### src/logic/pdb_pkg.sv
`default_nettype none
package pdb_pkg;
	// Host address layout (20-bit latched address)
	localparam int ADDR_W       = 20;
	localparam int WIN_SEL_BIT  = 17;
	localparam int REGION_LO    = 18;
	localparam int REGION_HI    = 19;
	localparam int LOW_ADDR_W   = 16;
	localparam int PAGE_W       = 10;
	localparam int PAGE_BASE_W  = 5;
	localparam int BANK_ADDR_W  = 18;
	localparam int ROW_W        = 9;
	localparam int NUM_BANKS    = 4;
	localparam int PAGE_SUM_W   = 6;
	// Region decode of the two highest address bits
	localparam logic [1:0] REGION_MAIN  = 2'h0;
	localparam logic [1:0] REGION_PAGED = 2'h1;
	// Page register select decode on latched address bits 6 and 5
	localparam int PG_SEL_LO    = 5;
	localparam int PG_SEL_HI    = 6;
	localparam logic [1:0] PG_SEL_CODE = 2'h0;
	// Installed paged memory in 64K units: two or three banks of 512K
	localparam logic [5:0] PAGED_UNITS_BASE = 6'h10;
	localparam logic [5:0] PAGED_UNITS_EXP  = 6'h18;
	// Watchdog timing
	localparam int CLK_HZ       = 40_000_000;
	localparam int WDOG_NS      = 10_000;
	localparam int WDOG_CYCLES  = (WDOG_NS * (CLK_HZ / 1_000_000)) / 1_000;
	localparam int WDOG_W       = 9;
	localparam logic [0:0] PAGE_RESET = 1'h0;
	typedef enum logic [2:0] {
		PDB_IDLE,
		PDB_ROW,
		PDB_MUX,
		PDB_CAS,
		PDB_DONE,
		PDB_END
	} pdb_state_e;
endpackage : pdb_pkg
`default_nettype wire

### src/logic/pdb_paged_dram_ctrl.sv
// Operation
// [RULE1] Three or four banks, each 512K on a 16-bit data path.
// [RULE2] Bank one takes row and column only from the latched host address.
// [RULE3] Banks two to four share a mux substituting page outputs for address lines.
// [RULE4] Ten-bit readable page register holds low and high window bases.
// [RULE5] Window select address bit picks which page base drives the address.
// [RULE6] Page base added to lower address bits on 64K granularity.
// [RULE7] Upper sum bits decode one-hot bank select; only selected bank gets CAS.
// [RULE8] Paged addresses past installed memory wrap; expansion input sizes memory.
// [RULE9] Two top address bits classify main, paged or other; other gets no CAS.
// [RULE10] Page register strobes decoded from select, read, write and two address bits.
// [RULE11] State machine sequences RAS, CAS, mux select and synchronous ready.
// [RULE12] High lane CAS gated by high byte enable, low lane by low address bit.
// [RULE13] Refresh cycles with both lanes off get RAS-only refresh on all banks.
// [RULE14] Refresh may be held off by at most one bus cycle.
// [RULE15] Watchdog counter restarts at each bus cycle on latch enable.
// [RULE16] Watchdog timeout about ten microseconds.
// [RULE17] Timeout gives one-clock low pulse latched to drive asynchronous ready.
// [RULE18] Watchdog ready latch cleared by delayed latch enable of next cycle; the code clears it on the shifted latch enable.
// [RULE19] Watchdog period stays well below the refresh period.
// [RULE20] Ready inputs are pulsed active briefly, otherwise inactive.
// [RULE21] Delayed latch enable rises late, falls promptly with latch enable.
// [RULE22] Shifted latch enable copies latch enable on falling-edge timing.
// [RULE23] Reset puts the RAM control state machine in idle.
// [RULE24] Watchdog-ended cycle asserts no bank select or CAS.
`default_nettype none
module pdb_paged_dram_ctrl #(
	parameter int WDOG_CYCLES = pdb_pkg::WDOG_CYCLES
) (
	input  wire logic                         clk,
	input  wire logic                         arst_n,
	input  wire logic                         ale,
	input  wire logic [pdb_pkg::ADDR_W-1:0]   host_addr,
	input  wire logic                         high_byte_enable_n,
	input  wire logic                         periph_select_four_n,
	input  wire logic                         buffered_read_n,
	input  wire logic                         buffered_write_n,
	input  wire logic                         ram_expansion_present_n,
	input  wire logic [pdb_pkg::PAGE_W-1:0]   page_wdata,
	output logic      [pdb_pkg::PAGE_W-1:0]   page_rdata,
	output logic                              page_rdata_oe,
	output logic                              page_reg_read_n,
	output logic                              page_reg_write_n,
	output logic      [pdb_pkg::ROW_W-1:0]    main_addr,
	output logic      [pdb_pkg::ROW_W-1:0]    paged_addr,
	output logic                              row_col_select,
	output logic                              ras_n,
	output logic      [pdb_pkg::NUM_BANKS-1:0] bank_sel,
	output logic      [pdb_pkg::NUM_BANKS-1:0] cas_hi_n,
	output logic      [pdb_pkg::NUM_BANKS-1:0] cas_lo_n,
	output logic                              sync_ready,
	output logic                              async_ready,
	output logic                              timeout_pulse_n,
	output logic                              delayed_latch_enable,
	output logic                              shifted_latch_enable
);
	localparam int AW = pdb_pkg::ADDR_W;
	localparam int PW = pdb_pkg::PAGE_BASE_W;
	localparam int NB = pdb_pkg::NUM_BANKS;
	localparam int RW = pdb_pkg::ROW_W;
	localparam int WW = pdb_pkg::WDOG_W;
	localparam int LOW_BIT = pdb_pkg::LOW_ADDR_W;

	typedef struct packed {
		logic                   rst_meta;
		logic                   rst_sync;
		logic                   ale_d;
		logic                   ale_shift;
		logic [AW-1:0]          la;
		logic                   latched_high_byte_en;
		logic                   latched_low_byte_sel_n;
		logic [pdb_pkg::PAGE_W-1:0] page;
		pdb_pkg::pdb_state_e    state;
		logic [RW-1:0]          main_addr;
		logic [RW-1:0]          paged_addr;
		logic                   row_col_select;
		logic                   ras_n;
		logic [NB-1:0]          bank_sel;
		logic [NB-1:0]          cas_hi_n;
		logic [NB-1:0]          cas_lo_n;
		logic                   sync_ready;
		logic [WW-1:0]          wdog_cnt;
		logic                   wdog_armed;
		logic                   timeout_pulse_n;
		logic                   watchdog_ready_n;
		logic                   async_ready;
		logic                   pg_rd_n;
		logic                   pg_wr_n;
		logic                   pg_wr_d_n;
		logic [pdb_pkg::PAGE_W-1:0] page_rdata;
		logic                   page_rdata_oe;
	} pdb_state_s;

	// Value held during and just after reset: all strobes inactive, machine idle
	localparam pdb_state_s RST_ST = '{
		state:            pdb_pkg::PDB_IDLE,
		ras_n:            1'b1,
		cas_hi_n:         '1,
		cas_lo_n:         '1,
		timeout_pulse_n:  1'b1,
		watchdog_ready_n: 1'b1,
		pg_rd_n:          1'b1,
		pg_wr_n:          1'b1,
		pg_wr_d_n:        1'b1,
		default:          '0
	};

	pdb_state_s st_reg;
	pdb_state_s st_next;
	logic       ale_shift_fall;

	// Falling-edge half of the latch enable delay
	always_ff @(negedge clk or negedge arst_n) begin
		if (!arst_n) begin
			ale_shift_fall <= 1'b0;
		end else begin
			ale_shift_fall <= ale; // [RULE22]
		end
	end

	// Row/column pick: upper half of the bank address on row, bits 9 down to 1 on column
	function automatic logic [RW-1:0] pdb_rowcol(input logic [pdb_pkg::BANK_ADDR_W-1:0] a,
			input logic col);
		pdb_rowcol = col ? a[RW:1] : a[pdb_pkg::BANK_ADDR_W-1:RW];
	endfunction : pdb_rowcol

	// Fold a page sum back into installed paged memory; the sum never exceeds twice its size
	function automatic logic [pdb_pkg::PAGE_SUM_W-1:0] pdb_wrap(
			input logic [pdb_pkg::PAGE_SUM_W-1:0] sum,
			input logic [pdb_pkg::PAGE_SUM_W-1:0] units);
		logic [pdb_pkg::PAGE_SUM_W-1:0] w;
		w = (sum >= units) ? sum - units : sum;
		pdb_wrap = (w >= units) ? w - units : w;
	endfunction : pdb_wrap

	// One-hot bank select from region and wrapped page units
	function automatic logic [NB-1:0] pdb_bank(input logic in_main, input logic in_paged,
			input logic [pdb_pkg::PAGE_SUM_W-1:0] units);
		pdb_bank = '0;
		if (in_main) begin
			pdb_bank[0] = 1'b1;
		end else if (in_paged) begin
			pdb_bank[units[4:3] + 2'h1] = 1'b1;
		end
	endfunction : pdb_bank

	// Per-bank column strobe for one byte lane, active low
	function automatic logic [NB-1:0] pdb_lane_cas(input logic [NB-1:0] banks,
			input logic lane_on);
		pdb_lane_cas = ~(banks & {NB{lane_on}});
	endfunction : pdb_lane_cas

	logic [PW-1:0]               page_base;
	logic [pdb_pkg::PAGE_SUM_W-1:0] page_sum;
	logic [pdb_pkg::PAGE_SUM_W-1:0] page_units;
	logic [pdb_pkg::PAGE_SUM_W-1:0] page_wrapped;
	logic [pdb_pkg::BANK_ADDR_W-1:0] phys_paged;
	logic [1:0]                  region;
	logic                        is_main;
	logic                        is_paged;
	logic                        refresh;
	logic [NB-1:0]               bank_dec;
	logic                        page_hit;
	logic                        dle_now;
	logic                        cycle_start;

	always_comb begin
		region = {st_reg.la[pdb_pkg::REGION_HI], st_reg.la[pdb_pkg::REGION_LO]};
		is_main  = (region == pdb_pkg::REGION_MAIN); // [RULE9]
		is_paged = (region == pdb_pkg::REGION_PAGED); // [RULE9]
		// Window select bit picks low or high page base
		page_base = st_reg.la[pdb_pkg::WIN_SEL_BIT] ? st_reg.page[pdb_pkg::PAGE_W-1:PW]
			: st_reg.page[PW-1:0]; // [RULE4] [RULE5]
		page_sum = {1'b0, page_base} + {5'h00, st_reg.la[LOW_BIT]}; // [RULE6]
		page_units = ram_expansion_present_n ? pdb_pkg::PAGED_UNITS_BASE
			: pdb_pkg::PAGED_UNITS_EXP; // [RULE8]
		page_wrapped = pdb_wrap(page_sum, page_units); // [RULE8]
		phys_paged = {page_wrapped[2:0], st_reg.la[pdb_pkg::LOW_ADDR_W-1:1]}; // [RULE3] [RULE6]
		bank_dec = pdb_bank(is_main, is_paged, page_wrapped); // [RULE1] [RULE7]
		refresh = !st_reg.latched_high_byte_en && st_reg.latched_low_byte_sel_n; // [RULE13]
		page_hit = !periph_select_four_n
			&& ({st_reg.la[pdb_pkg::PG_SEL_HI], st_reg.la[pdb_pkg::PG_SEL_LO]}
			== pdb_pkg::PG_SEL_CODE); // [RULE10]
		// Address is only valid while latch enable is high, so latch on the live copy
		dle_now = ale && ale_shift_fall; // [RULE21]
		cycle_start = st_reg.ale_shift && !ale_shift_fall && st_reg.watchdog_ready_n
			&& (is_main || is_paged || refresh); // [RULE11]
	end

	always_comb begin
		st_next = st_reg;
		st_next.rst_meta = 1'b1;
		st_next.rst_sync = st_reg.rst_meta;
		// Delayed latch enable: rise waits for falling edge, fall passes at once
		st_next.ale_shift = ale_shift_fall; // [RULE22]
		st_next.ale_d = dle_now; // [RULE21]
		if (dle_now) begin
			st_next.la = host_addr;
			st_next.latched_high_byte_en = !high_byte_enable_n; // [RULE12]
			st_next.latched_low_byte_sel_n = host_addr[0]; // [RULE12]
		end
		// Page register strobes and access
		st_next.pg_rd_n = !(page_hit && !buffered_read_n); // [RULE10]
		st_next.pg_wr_n = !(page_hit && !buffered_write_n); // [RULE10]
		st_next.pg_wr_d_n = st_reg.pg_wr_n;
		if (!st_reg.pg_wr_n && st_reg.pg_wr_d_n) begin
			st_next.page = page_wdata; // [RULE4]
		end
		st_next.page_rdata_oe = !st_reg.pg_rd_n;
		st_next.page_rdata = st_reg.pg_rd_n ? '0 : st_reg.page; // [RULE4]
		// Address muxes for bank one and the paged banks
		st_next.main_addr = pdb_rowcol(st_reg.la[pdb_pkg::BANK_ADDR_W:1],
			st_reg.row_col_select); // [RULE2]
		st_next.paged_addr = pdb_rowcol(phys_paged, st_reg.row_col_select); // [RULE3]
		// Ready pulses are single-cycle by default
		st_next.sync_ready = 1'b0; // [RULE20]
		case (st_reg.state)
			pdb_pkg::PDB_IDLE: begin
				st_next.ras_n = 1'b1;
				st_next.row_col_select = 1'b0;
				st_next.cas_hi_n = '1;
				st_next.cas_lo_n = '1;
				st_next.bank_sel = '0;
				if (cycle_start) begin
					st_next.state = pdb_pkg::PDB_ROW;
					st_next.ras_n = 1'b0; // [RULE11]
				end
			end
			pdb_pkg::PDB_ROW: begin
				st_next.row_col_select = 1'b1; // [RULE11]
				st_next.state = pdb_pkg::PDB_MUX;
			end
			pdb_pkg::PDB_MUX: begin
				if (!st_reg.watchdog_ready_n) begin
					st_next.state = pdb_pkg::PDB_END; // [RULE24]
				end else if (!buffered_read_n || !buffered_write_n || refresh) begin
					if (!refresh) begin
						st_next.bank_sel = bank_dec; // [RULE7]
						st_next.cas_hi_n = pdb_lane_cas(bank_dec,
							st_reg.latched_high_byte_en); // [RULE12] [RULE7]
						st_next.cas_lo_n = pdb_lane_cas(bank_dec,
							!st_reg.latched_low_byte_sel_n); // [RULE12] [RULE7]
					end
					st_next.state = pdb_pkg::PDB_CAS; // [RULE13]
				end
			end
			pdb_pkg::PDB_CAS: begin
				st_next.sync_ready = !refresh; // [RULE11] [RULE20]
				st_next.state = pdb_pkg::PDB_DONE;
			end
			pdb_pkg::PDB_DONE: begin
				st_next.state = pdb_pkg::PDB_END;
			end
			pdb_pkg::PDB_END: begin
				st_next.ras_n = 1'b1;
				st_next.cas_hi_n = '1;
				st_next.cas_lo_n = '1;
				st_next.bank_sel = '0; // [RULE24]
				st_next.row_col_select = 1'b0;
				if (!ale) begin
					st_next.state = pdb_pkg::PDB_IDLE;
				end
			end
			default: begin
				st_next.state = pdb_pkg::PDB_IDLE;
			end
		endcase
		// Watchdog: restarts every bus cycle, pulses low once at terminal count
		st_next.timeout_pulse_n = 1'b1;
		if (ale) begin
			st_next.wdog_cnt = '0; // [RULE15]
			st_next.wdog_armed = 1'b1;
		end else if (st_reg.wdog_armed) begin
			if (st_reg.wdog_cnt == WW'(WDOG_CYCLES - 1)) begin
				st_next.timeout_pulse_n = 1'b0; // [RULE16] [RULE17] [RULE19]
				st_next.wdog_armed = 1'b0;
			end else begin
				st_next.wdog_cnt = st_reg.wdog_cnt + WW'(1); // [RULE16]
			end
		end
		// Set/reset latch: timeout sets, shifted latch enable of next cycle clears
		if (!st_reg.timeout_pulse_n) begin
			st_next.watchdog_ready_n = 1'b0; // [RULE17]
		end else if (st_reg.ale_shift) begin
			st_next.watchdog_ready_n = 1'b1; // [RULE18]
		end
		st_next.async_ready = !st_next.watchdog_ready_n; // [RULE17]
	end

	always_ff @(posedge clk or negedge arst_n) begin
		if (!arst_n) begin
			st_reg <= RST_ST;
		end else if (!st_reg.rst_sync) begin
			st_reg <= RST_ST;
			st_reg.rst_meta <= 1'b1;
			st_reg.rst_sync <= st_reg.rst_meta;
			st_reg.state <= pdb_pkg::PDB_IDLE; // [RULE23]
			st_reg.ras_n <= 1'b1;
			st_reg.cas_hi_n <= '1;
			st_reg.cas_lo_n <= '1;
			st_reg.timeout_pulse_n <= 1'b1;
			st_reg.watchdog_ready_n <= 1'b1;
			st_reg.pg_rd_n <= 1'b1;
			st_reg.pg_wr_n <= 1'b1;
			st_reg.pg_wr_d_n <= 1'b1;
		end else begin
			st_reg <= st_next;
		end
	end

	assign page_rdata           = st_reg.page_rdata;
	assign page_rdata_oe        = st_reg.page_rdata_oe;
	assign page_reg_read_n      = st_reg.pg_rd_n;
	assign page_reg_write_n     = st_reg.pg_wr_n;
	assign main_addr            = st_reg.main_addr;
	assign paged_addr           = st_reg.paged_addr;
	assign row_col_select       = st_reg.row_col_select;
	assign ras_n                = st_reg.ras_n;
	assign bank_sel             = st_reg.bank_sel;
	assign cas_hi_n             = st_reg.cas_hi_n;
	assign cas_lo_n             = st_reg.cas_lo_n;
	assign sync_ready           = st_reg.sync_ready;
	assign async_ready          = st_reg.async_ready;
	assign timeout_pulse_n      = st_reg.timeout_pulse_n;
	assign delayed_latch_enable = st_reg.ale_d;
	assign shifted_latch_enable = st_reg.ale_shift;
endmodule : pdb_paged_dram_ctrl
`default_nettype wire

### config.mk
export PLATFORM = sky130hd
export DESIGN_NAME = pdb_paged_dram_ctrl
export DESIGN_NICKNAME = d
export VERILOG_FILES = /design/src/logic/pdb_pkg.sv /design/src/logic/pdb_paged_dram_ctrl.sv
export SDC_FILE = /design/constraint.sdc
export NUM_CORES = 1
export LEC_CHECK = 0
export BUFFER_PORTS_ARGS = -buffer_cell sky130_fd_sc_hd__buf_2
export CAP_MARGIN = 20
export CORE_AREA = 5 5 125 79
export DETAILED_ROUTE_END_ITERATION = 10
export DIE_AREA = 0 0 130 84
export HOLD_SLACK_MARGIN = 0.02
export PLACE_DENSITY = 0.78
export SETUP_SLACK_MARGIN = 0.4
export SLEW_MARGIN = 30
export SYNTH_ARGS = -nofsm -noshare
export SYNTH_HDL_FRONTEND = slang
export SYNTH_SLANG_ARGS = --single-unit
export TNS_END_PERCENT = 10
### constraint.sdc
create_clock -name clk -period 4.6 [get_ports clk]
set_input_delay 0 -clock clk [delete_from_list [all_inputs] [get_ports clk]]
set_output_delay 0 -clock clk [all_outputs]
set_load 0.005 [all_outputs]
# --- After elaboration in Yosys (flattened, before gate mapping) ---
# Cells that the tools add are included.
classes:
  n_addsub: 5
  muxes: 35
  bitwise: 4
  reduce_logical: 34
  magnitude_cmp: 4
  eq_ne: 20
op_table:
  columns: ["cell", "count"]
  rows:
  - ["97-bit two-way mux", 1]
  - ["12-bit two-way mux", 3]
  - ["10-bit two-way mux", 3]
  - ["9-bit two-way mux", 3]
  - ["12-bit case mux with 2 select lines", 1]
  - ["22-bit two-way mux", 1]
  - ["3-bit != test (second input constant)", 7]
  - ["3-bit case mux with 6 select lines", 1]
  - ["3-bit two-way mux", 5]
  - ["1-bit logical NOT", 13]
  - ["6-bit by 5-bit >= comparator with 1-bit output", 2]
  - ["11-bit two-way mux", 1]
  - ["1-bit logical AND", 10]
  - ["5-bit two-way mux", 2]
  - ["9-bit by 1-bit adder with 9-bit output (second input constant)", 1]
  - ["9-bit equality test (second input constant)", 1]
  - ["4-bit AND", 2]
  - ["4-bit two-way mux", 2]
  - ["4-bit NOT", 2]
  - ["1-bit two-way mux", 7]
  - ["5-bit by 1-bit adder with 6-bit output", 1]
  - ["3-bit by 2-bit equality test with 1-bit output (second input constant)", 2]
  - ["3-bit equality test (second input constant)", 2]
  - ["6-bit two-way mux", 1]
  - ["other kinds (21)", 28]
totals:
  regBits: 100
  word_cells: 130

# --- Longest topological paths before layout ---
# Gate-level depths: netlist of run 1.
depth:
  word_depth: 20
  depth_mapped: 15

==> results.ini, run 1 <==
[synthesis]
synth_xor_area_share_pct = 1.334
synth.net_count = 480
synthSimpleGateAreaFrac_pct = 16.93
ys_types = 63
synth-adder-area-share_pct = 1.089
synth_top_cell_area_share_pct = 41.93
synth_edf_count = 0
synthCells = 438
synth_seq_cells = 92
synthTopCellsByArea = dfrtp_1 (42%), dfstp_2 (8.0%), buf_4 (6.7%)
syn_area_um2 = 4596
synth-warning-count = 0
ys_seq_area_share_pct = 50.48
yosysTopAreaCell = dfrtp_1
synth-compound-area-share_pct = 16.99
synthFlopType = dfrtp_1
avgSynthCellArea_um2 = 10.49
synth_mux_area_share_pct = 3.512
synth_top_family_by_area = compound AO/OA/AOI/OAI gates
synth_most_common_cell = dfrtp_1
yosys-top-cells-count = dfrtp_1 (77), nand2_1 (43), buf_4 (41)
async_flop_share_pct = 100.0

[routing]
vias = 3507
drtIter0Drc = 239
drc = 0
drtAntennaViolNets = 0
dr.pass1.iters = 5
vias_per_cell = 5.532
drt_wl_total_um = 9984
wl_per_cell_um = 15.75

[sta]
setup_tns_ps = 0
maxClockFrequency_ghz = 0.2565
min_period_ps = 3899
fin_skew_ps = 6.212
worst_pin_slew_ps = 918.4
rsz0062_at_grt = false
drv_slew = 0
setup_ws_ps = 700.8
setup_viol = 0
fin_crit_sh_pct = 84.77
hold_viol_final = 0
max_slew_margin_pct = 38.42

[clock_tree]
cts_buffers = 9
root_buffer = clkbuf_16
insertion_delay_ps = 340
cts.sinks = 92
clk_path_buf_depth = 2
cts_tree = yes
cts_max_level = 3
cts.clk_slew.worst_paths_ps = 60

[pwr]
power.switching_w = 0.0004246
intPower_w = 0.001451
cellLeakagePower_nw = 2.517
combinationalPowerShare_pct = 10.4
power.density_nw_per_um2 = 341.5
clockPowerShare_pct = 42.9
seq_power_share_pct = 46.7
ir_worst_vdd_mv = 0.2077
switching_share_pct = 22.64

[setup_path]
worst_ep_required_time_ps = 4870
path_class = reg2reg
end_kind = flip-flop
reg2reg_depth = 11
r2r-start = st_reg[92]
crit_arrival_ps = 4170
crit_fanout = 17
r2r-end = bank_sel[0]
r2r_setup_slack_ps = 700
start_kind = flip-flop

[die]
die_x_um = 130
ioPinCount = 88
start_util_pct = 52.32
placementRows = 27
die_h_um = 84
core-area_um2 = 8783
fp.dieArea_um2 = 10920

[place]
numPortBuffers = 86
dpl_worst_slack_ps = 756.5
numPlacedInstances = 582
placed_area_um2 = 4793
gp_congestion = 0.9110
dp_hpwl_um = 7058

[grt]
grt_usage_pct = 19.34
grt_pass1_wl_um = 16690
antenna_found_initial = 0
grt_max_degree = 63
grt-ovfl-total = 0
grt_pass1_vias = 3383

[cells_and_area]
largest_reg_flops = 30
finalNonFillerCells = 634
area_delta_synth_final_pct = 19.47
diodes = 0
fin_area_um2 = 5490
finalNetCount = 555
final_layout_size_suffix_gt1_share_pct = 26.64

[job]
maxCapViolCount = 0

[status]
status = finished, final reports clean

[hold_path]
min_path_type = in2async

[routing by layer]
layer | vias to the layer above | GRT usage [%] | wire length [um]
li1 | 1658 | - | -
met1 | 1718 | 26.72 | 4565
met2 | 112 | 30.15 | 4671
met3 | 19 | 4.987 | 603
met4 | 0 | 5.566 | 144
met5 | - | 0 | 0
[cells in the final DEF, fill, tap and decap left out, drive strengths merged, types with 3 or more instances in the layout]
cell	netlist	layout
mux2i	12	12
nand4	6	6
a211oi	3	3
nand3	7	7
a22o	22	22
nand2	43	43
nand4b	3	3
nand2b	12	12
inv	7	7
and3	6	6
and2	15	15
a221o	3	3
nor2	29	29
buf	46	90
a31oi	5	5
xor2	6	6
ha	4	4
o21ai	16	16
mux2	3	3
a21oi	12	12
dfrtp	77	77
or2	3	3
dfstp	14	14
a21boi	18	18
dlygate4sd3	0	36
nor3	5	5
or3	3	3
clkbuf	16	12
nor2b	10	10
[cell type report]
type | instances | area [um^2]
Timing Repair Buffer | 126 | 823.3
Sequential cell | 92 | 2320
Tap cell | 116 | 145.1
Multi-Input combinational cell | 277 | 1839
Clock buffer | 12 | 266.5
Inverter | 7 | 26.28
Clock inverter | 4 | 70.07
Fill cell | 707 | 3293
[worst max path at each step]
stage / from / to / slack, ps / cells past startpoint
2_1_floorplan: ale_shift_fall / st_reg[74] / 1190 / 4
3_3_place_gp: st_reg[92] / bank_sel[3] / 900 / 11
3_5_place_dp: st_reg[92] / cas_hi_n[0] / 760 / 11
4_1_cts: st_reg[92] / cas_hi_n[0] / 740 / 11
5_1_grt: st_reg[92] / bank_sel[0] / 510 / 11
6_report: st_reg[92] / bank_sel[0] / 700 / 11
[metrics by stage]
| stage | util [%] | hold WS, ps | total power, W |
|---|---|---|---|
| after floorplan | - | -295.6 | 0.0009988 |
| after global placement | 54.57 | -58.13 | 0.001052 |
| after detailed placement | 54.57 | -54.53 | 0.001059 |
| after CTS | 62.51 | 138.6 | 0.001895 |
| after global routing | 62.51 | 170.4 | 0.001949 |
| final | 62.51 | 127.0 | 0.001875 |
[kinds of logic after synthesis]
group	after synthesis
adders and majority gates	4
and+or+nand+nor	150
DFF	92
xor gates and xnor gates	7
muxes	15
buffers and inverters	69
AOI/OAI and AO/OA	100
other	1
[timing repair]
item                                   4_1_cts  5_1_grt
setup buffers                                0        0
hold buffers                                36        0
resized for setup                            0        0
endpoints found under the hold margin       62        0
[worst max-delay path, stage by stage (launching register included)]
cell       delay [ps]
dfrtp_1           760
mux2_2            410
ha_1              240
a311oi_1          350
a31o_2            250
nor2_1             90
or2_2             280
ha_1              300
a2111oi_4         360
a211oi_2          120
o41ai_2           480
a22o_1            190
[power by group through the flow]
stage	Combinational, W	Clock, W	Sequential (W)
floorplan	0.000132	0	0.000866
global placement	0.000165	0	0.000887
detailed placement	0.000169	0	0.000889
CTS	0.000194	0.000826	0.000875
global route	0.000217	0.000851	0.000881
finish	0.000194	0.000805	0.000876
Note: power is estimated with default switching activity, not from simulation.
==> run 2, diff against run 1 <==
CORE_AREA = 5 5 130 83   (was 5 5 125 79)
DIE_AREA = 0 0 135 88   (was 0 0 130 84)
PLACE_DENSITY = 0.75   (was 0.78)
clock period = 3.5 ns   (was 4.6 ns; I/O delays follow)
==> results.ini, run 2 (synthesized netlist as in run 1, its figures left out) <==
[die]
placementRows = 28
die_x_um = 135
die_h_um = 88
start_util_pct = 48.41
core-area_um2 = 9494
fp.dieArea_um2 = 11880
ioPinCount = 88

[place]
gp_congestion = 0.9470
numPortBuffers = 86
dp_hpwl_um = 7230

[pwr]
power.density_nw_per_um2 = 416.7
cellLeakagePower_nw = 2.502
seq_power_share_pct = 49.7
clockPowerShare_pct = 38.6
ir_worst_vdd_mv = 0.2857
switching_share_pct = 25.17
intPower_w = 0.001729
power.switching_w = 0.0005817
combinationalPowerShare_pct = 11.7

[sta]
setup_viol = 0
setup_tns_ps = 0
fin_skew_ps = 7.837
rsz0062_at_grt = false
hold_viol_final = 0
worst_pin_slew_ps = 842.4
drv_slew = 0
fin_crit_sh_pct = 85.35
min_period_ps = 2987
maxClockFrequency_ghz = 0.3347
whs_ps = 133.2
max_slew_margin_pct = 43.32

[cells_and_area]
area_delta_synth_final_pct = 20.66
register_area_um2 = 2320
diodes = 0
multi_input_area_um2 = 1907
final_cell_mix = buf_2 (85), dfrtp_1 (77), nand2_1 (43), dlygate4sd3_1 (36), nor2_1 (27)
final_common_cell = buf_2
final_layout_size_suffix_gt1_share_pct = 28.98
nFillCells = 804
finalNetCount = 558
largest_reg_flops = 30

[clock_tree]
cts_tree = yes
insertion_delay_ps = 340
cts_buffers = 9
cts_max_level = 3
root_buffer = clkbuf_16
cts.clk_slew.worst_paths_ps = 60
cts.sinks = 92
clk_path_buf_depth = 2

[routing]
vias_per_cell = 5.345
drtAntennaViolNets = 0
drtIter0Drc = 263
dr.pass1.iters = 4
drc = 0
wl_per_cell_um = 15.86
vias = 3506
drt_wl_total_um = 10410

[grt]
antenna_found_initial = 0
grt-ovfl-total = 0
grt_usage_pct = 18.42
grt_pass1_vias = 3562
grt_max_degree = 60
grt_pass1_wl_um = 17310

[setup_path]
crit_arrival_ps = 3260
end_kind = flip-flop
path_class = reg2reg
worst_ep_required_time_ps = 3770
reg2reg_depth = 11
r2r_setup_slack_ps = 510
r2r-start = st_reg[92]
r2r-end = bank_sel[3]
start_kind = flip-flop
crit_fanout = 5

[hold_path]
min_path_type = in2async

[status]
status = finished, final reports clean

[job]
maxCapViolCount = 0

run 2: worst max path at each step:
stage | from | to
3_5_place_dp | ale_shift_fall | region[0]
2_1_floorplan | st_reg[92] | bank_sel[3]
6_report | st_reg[92] | bank_sel[3]
5_1_grt | st_reg[92] | bank_sel[2]
4_1_cts | st_reg[92] | bank_sel[2]
3_3_place_gp | ale_shift_fall | st_reg[92]
run 2: per-layer routing:
metal / up-vias / GRT usage, % / wire length (um)
li1: 1651 / - / -
met1: 1737 / 25.07 / 4704
met2: 107 / 29.30 / 4911
met3: 11 / 5.626 / 694
met4: 0 / 4.575 / 96
met5: - / 0 / 0
run 2: critical path, cell delays in order (launching register included):
cell and delay (ps):
dfrtp_1 420, mux2_4 330, ha_4 180, ha_2 210, and4b_2 270, nor3_2 180
nor2_2 90, ha_4 260, a211o_1 260, and3_2 270, o32ai_4 310, a22o_1 170
run 2: power by group through the flow:
stage	combinational [W]	sequential, W	clock (W)
floorplan	0.000179	0.00114	0
global placement	0.000227	0.00116	0
detailed placement	0.000236	0.00117	0
CTS	0.000269	0.00115	0.000910
global route	0.000304	0.00115	0.000954
finish	0.000271	0.00115	0.000892
run 2: area by class of cell:
cell class	instances	area share, %
tap	135	3.046
timing repair buffer	129	15.39
clock buffer	11	4.377
clock inverter	5	0.4964
sequential	92	41.83
multi-input combinational	277	34.39
inverter	7	0.4738
run 2: what timing repair did:
item,in CTS,in global routing
pin swaps,0,1
setup buffers,0,2
resized for setup,1,5
endpoints found under the hold margin,65,0
hold buffers,36,0
setup endpoints to repair,22,12
run 2: per-stage QoR:
| stage | setup WS [ps] | cells | power, W | cell area (um^2) | utilization [%] |
|---|---|---|---|---|---|
| floorplan | 415.2 | 438 | 0.001318 | 4649 | - |
| global placement | 311.5 | 602 | 0.001390 | 4876 | 51.36 |
| detailed placement | 272.2 | 602 | 0.001401 | 4876 | 51.36 |
| CTS | 375.2 | 654 | 0.002326 | 5514 | 58.08 |
| global route | 388.0 | 656 | 0.002412 | 5545 | 58.41 |
| finish | 512.7 | 656 | 0.002311 | 5545 | 58.41 |
==> run 3, diff against run 2 <==
CTS_BUF_LIST = sky130_fd_sc_hd__clkbuf_16   (was default)
==> results.ini, run 3 (synthesized netlist as in run 1, its figures left out) <==
[sta]
setup_tns_ps = 0
fin_crit_sh_pct = 85.80
min_period_ps = 3003
rsz0062_at_grt = false
maxClockFrequency_ghz = 0.3330
hold_viol_final = 0
drv_slew = 0
max_slew_margin_pct = 44.18
worst_pin_slew_ps = 829.7
fin_skew_ps = 7.253
setup_viol = 0

[setup_path]
r2r-start = st_reg[92]
crit_arrival_ps = 3280
cp_top_family = simple AND/OR/NAND/NOR gates
worst_ep_required_time_ps = 3780
crit_chain = mux2_4 > ha_4 > ha_2 > and4b_2 > nor3_2 > nor2_2 > ha_4 > a211o_1 > and3_2 > o32ai_4 > a22o_1
path_class = reg2reg
critPathMostFrequentCell = ha_4
worst-path-buf-inv = 0
start_kind = flip-flop
worstSetupStartpoint = st_reg[92]
slowest_stage = dfrtp_1
end_kind = flip-flop
crit_path_max_incr_delay_ps = 420
crit_fanout = 5

[cells_and_area]
final_layout_size_suffix_gt1_share_pct = 28.79
largest_reg_flops = 30
fin_area_um2 = 5535
area_delta_synth_final_pct = 20.45
finalNonFillerCells = 656
final_cell_mix = buf_2 (85), dfrtp_1 (77), nand2_1 (43), dlygate4sd3_1 (36), nor2_1 (27)
final_common_cell = buf_2
diodes = 0
finalNetCount = 558

[clock_tree]
insertion_delay_ps = 340
clk_path_buf_depth = 2
cts.clk_slew.worst_paths_ps = 60
cts.sinks = 92
cts_tree = yes
cts_max_level = 3
cts_buffers = 9
root_buffer = clkbuf_16

[routing]
drtIter0Drc = 265
wl_per_cell_um = 16.02
drtAntennaViolNets = 0
vias = 3488
vias_per_cell = 5.317
drc = 0
dr.pass1.iters = 5
drt_wl_total_um = 10510

[pwr]
clockPowerShare_pct = 38.0
seq_power_share_pct = 50.2
intPower_w = 0.001704
ir_worst_vdd_mv = 0.2799
power.density_nw_per_um2 = 413.2
switching_share_pct = 25.49
cellLeakagePower_nw = 2.500
power.switching_w = 0.0005829
combinationalPowerShare_pct = 11.8

[place]
numPlacedInstances = 602
gp_congestion = 0.9470
numPortBuffers = 86
dp_hpwl_um = 7230
placed_area_um2 = 4876

[die]
die_h_um = 88
fp.dieArea_um2 = 11880
core-area_um2 = 9494
die_x_um = 135
placementRows = 28
ioPinCount = 88
start_util_pct = 48.41

[job]
maxCapViolCount = 0

[hold_path]
min_path_type = in2async

[grt]
grt_pass1_vias = 3563
grt_usage_pct = 18.43
grt_max_degree = 60
antenna_found_initial = 0
grt_pass1_wl_um = 17320
grt-ovfl-total = 0

[status]
status = finished, final reports clean

[run 3: changes by cell type in the layout (fill, tap and decap cells not counted), sizes merged]
cell / previous run / this run
clkbuf: 11 / 9
clkinv: 4 / 5
inv: 7 / 8
[run 3: layer usage]
metal | vias to the layer above | part of all wire, % | global-route usage [%]
met4 | 0 | 1.1 | 4.575
met3 | 14 | 6.7 | 5.626
met1 | 1716 | 46 | 25.11
met5 | - | 0 | 0
met2 | 107 | 47 | 29.30
li1 | 1651 | - | -
[run 3: final timing paths]
check / depth (start not counted) / slack (ps) / endpoint
worst min-delay path: 2 / 130 / page_rdata[3]
worst max register to register: 11 / 500 / bank_sel[3]
max in group asynchronous: 2 / 1380 / ale_shift_fall
min in group clk: 4 / 240 / cas_hi_n[2]
worst max-delay path: 11 / 500 / bank_sel[3]
worst min register to register: 0 / 350 / st_reg[97]
[run 3: area by class of cell]
class | instances | area [um^2]
Timing Repair Buffer | 129 | 853.3
Sequential cell | 92 | 2320
Fill cell | 805 | 3959
Multi-Input combinational cell | 277 | 1907
Inverter | 7 | 26.28
Clock inverter | 7 | 35.03
Tap cell | 135 | 168.9
Clock buffer | 9 | 225.2
[run 3: stage by stage]
stage	util, %	hold slack (ps)	power, W	setup slack, ps
CTS	57.97	144.6	0.002300	375.2
detailed placement	51.36	-29.40	0.001401	272.2
floorplan	-	-295.6	0.001318	415.2
global placement	51.36	-39.53	0.001390	311.5
global route	58.30	185.4	0.002387	388.0
finish	58.30	131.7	0.002287	496.9
[run 3: worst register-to-register path, delay by kind of cell (launching register included)]
family	cells	cell delay, ps
adder cells (fa/ha/maj)	3	650
flip-flops	1	420
AO/OA/AOI/OAI	3	740
multiplexers	1	330
AND/OR/NAND/NOR	4	810
[run 3: power groups by stage]
stage          Combinational [W]  Sequential (W)  Clock [W]
2_1_floorplan           0.000179         0.00114          0
3_3_place_gp            0.000227         0.00116          0
3_5_place_dp            0.000236         0.00117          0
4_1_cts                 0.000269         0.00115   0.000884
5_1_grt                 0.000304         0.00115   0.000929
6_report                0.000271         0.00115   0.000868
[run 3: repair_timing]
action,in CTS,in global routing
endpoints found under the setup margin,22,12
hold endpoints to repair,65,0
setup buffers,0,2
hold buffers,36,0
gates resized for setup,1,5
pin swaps,0,1
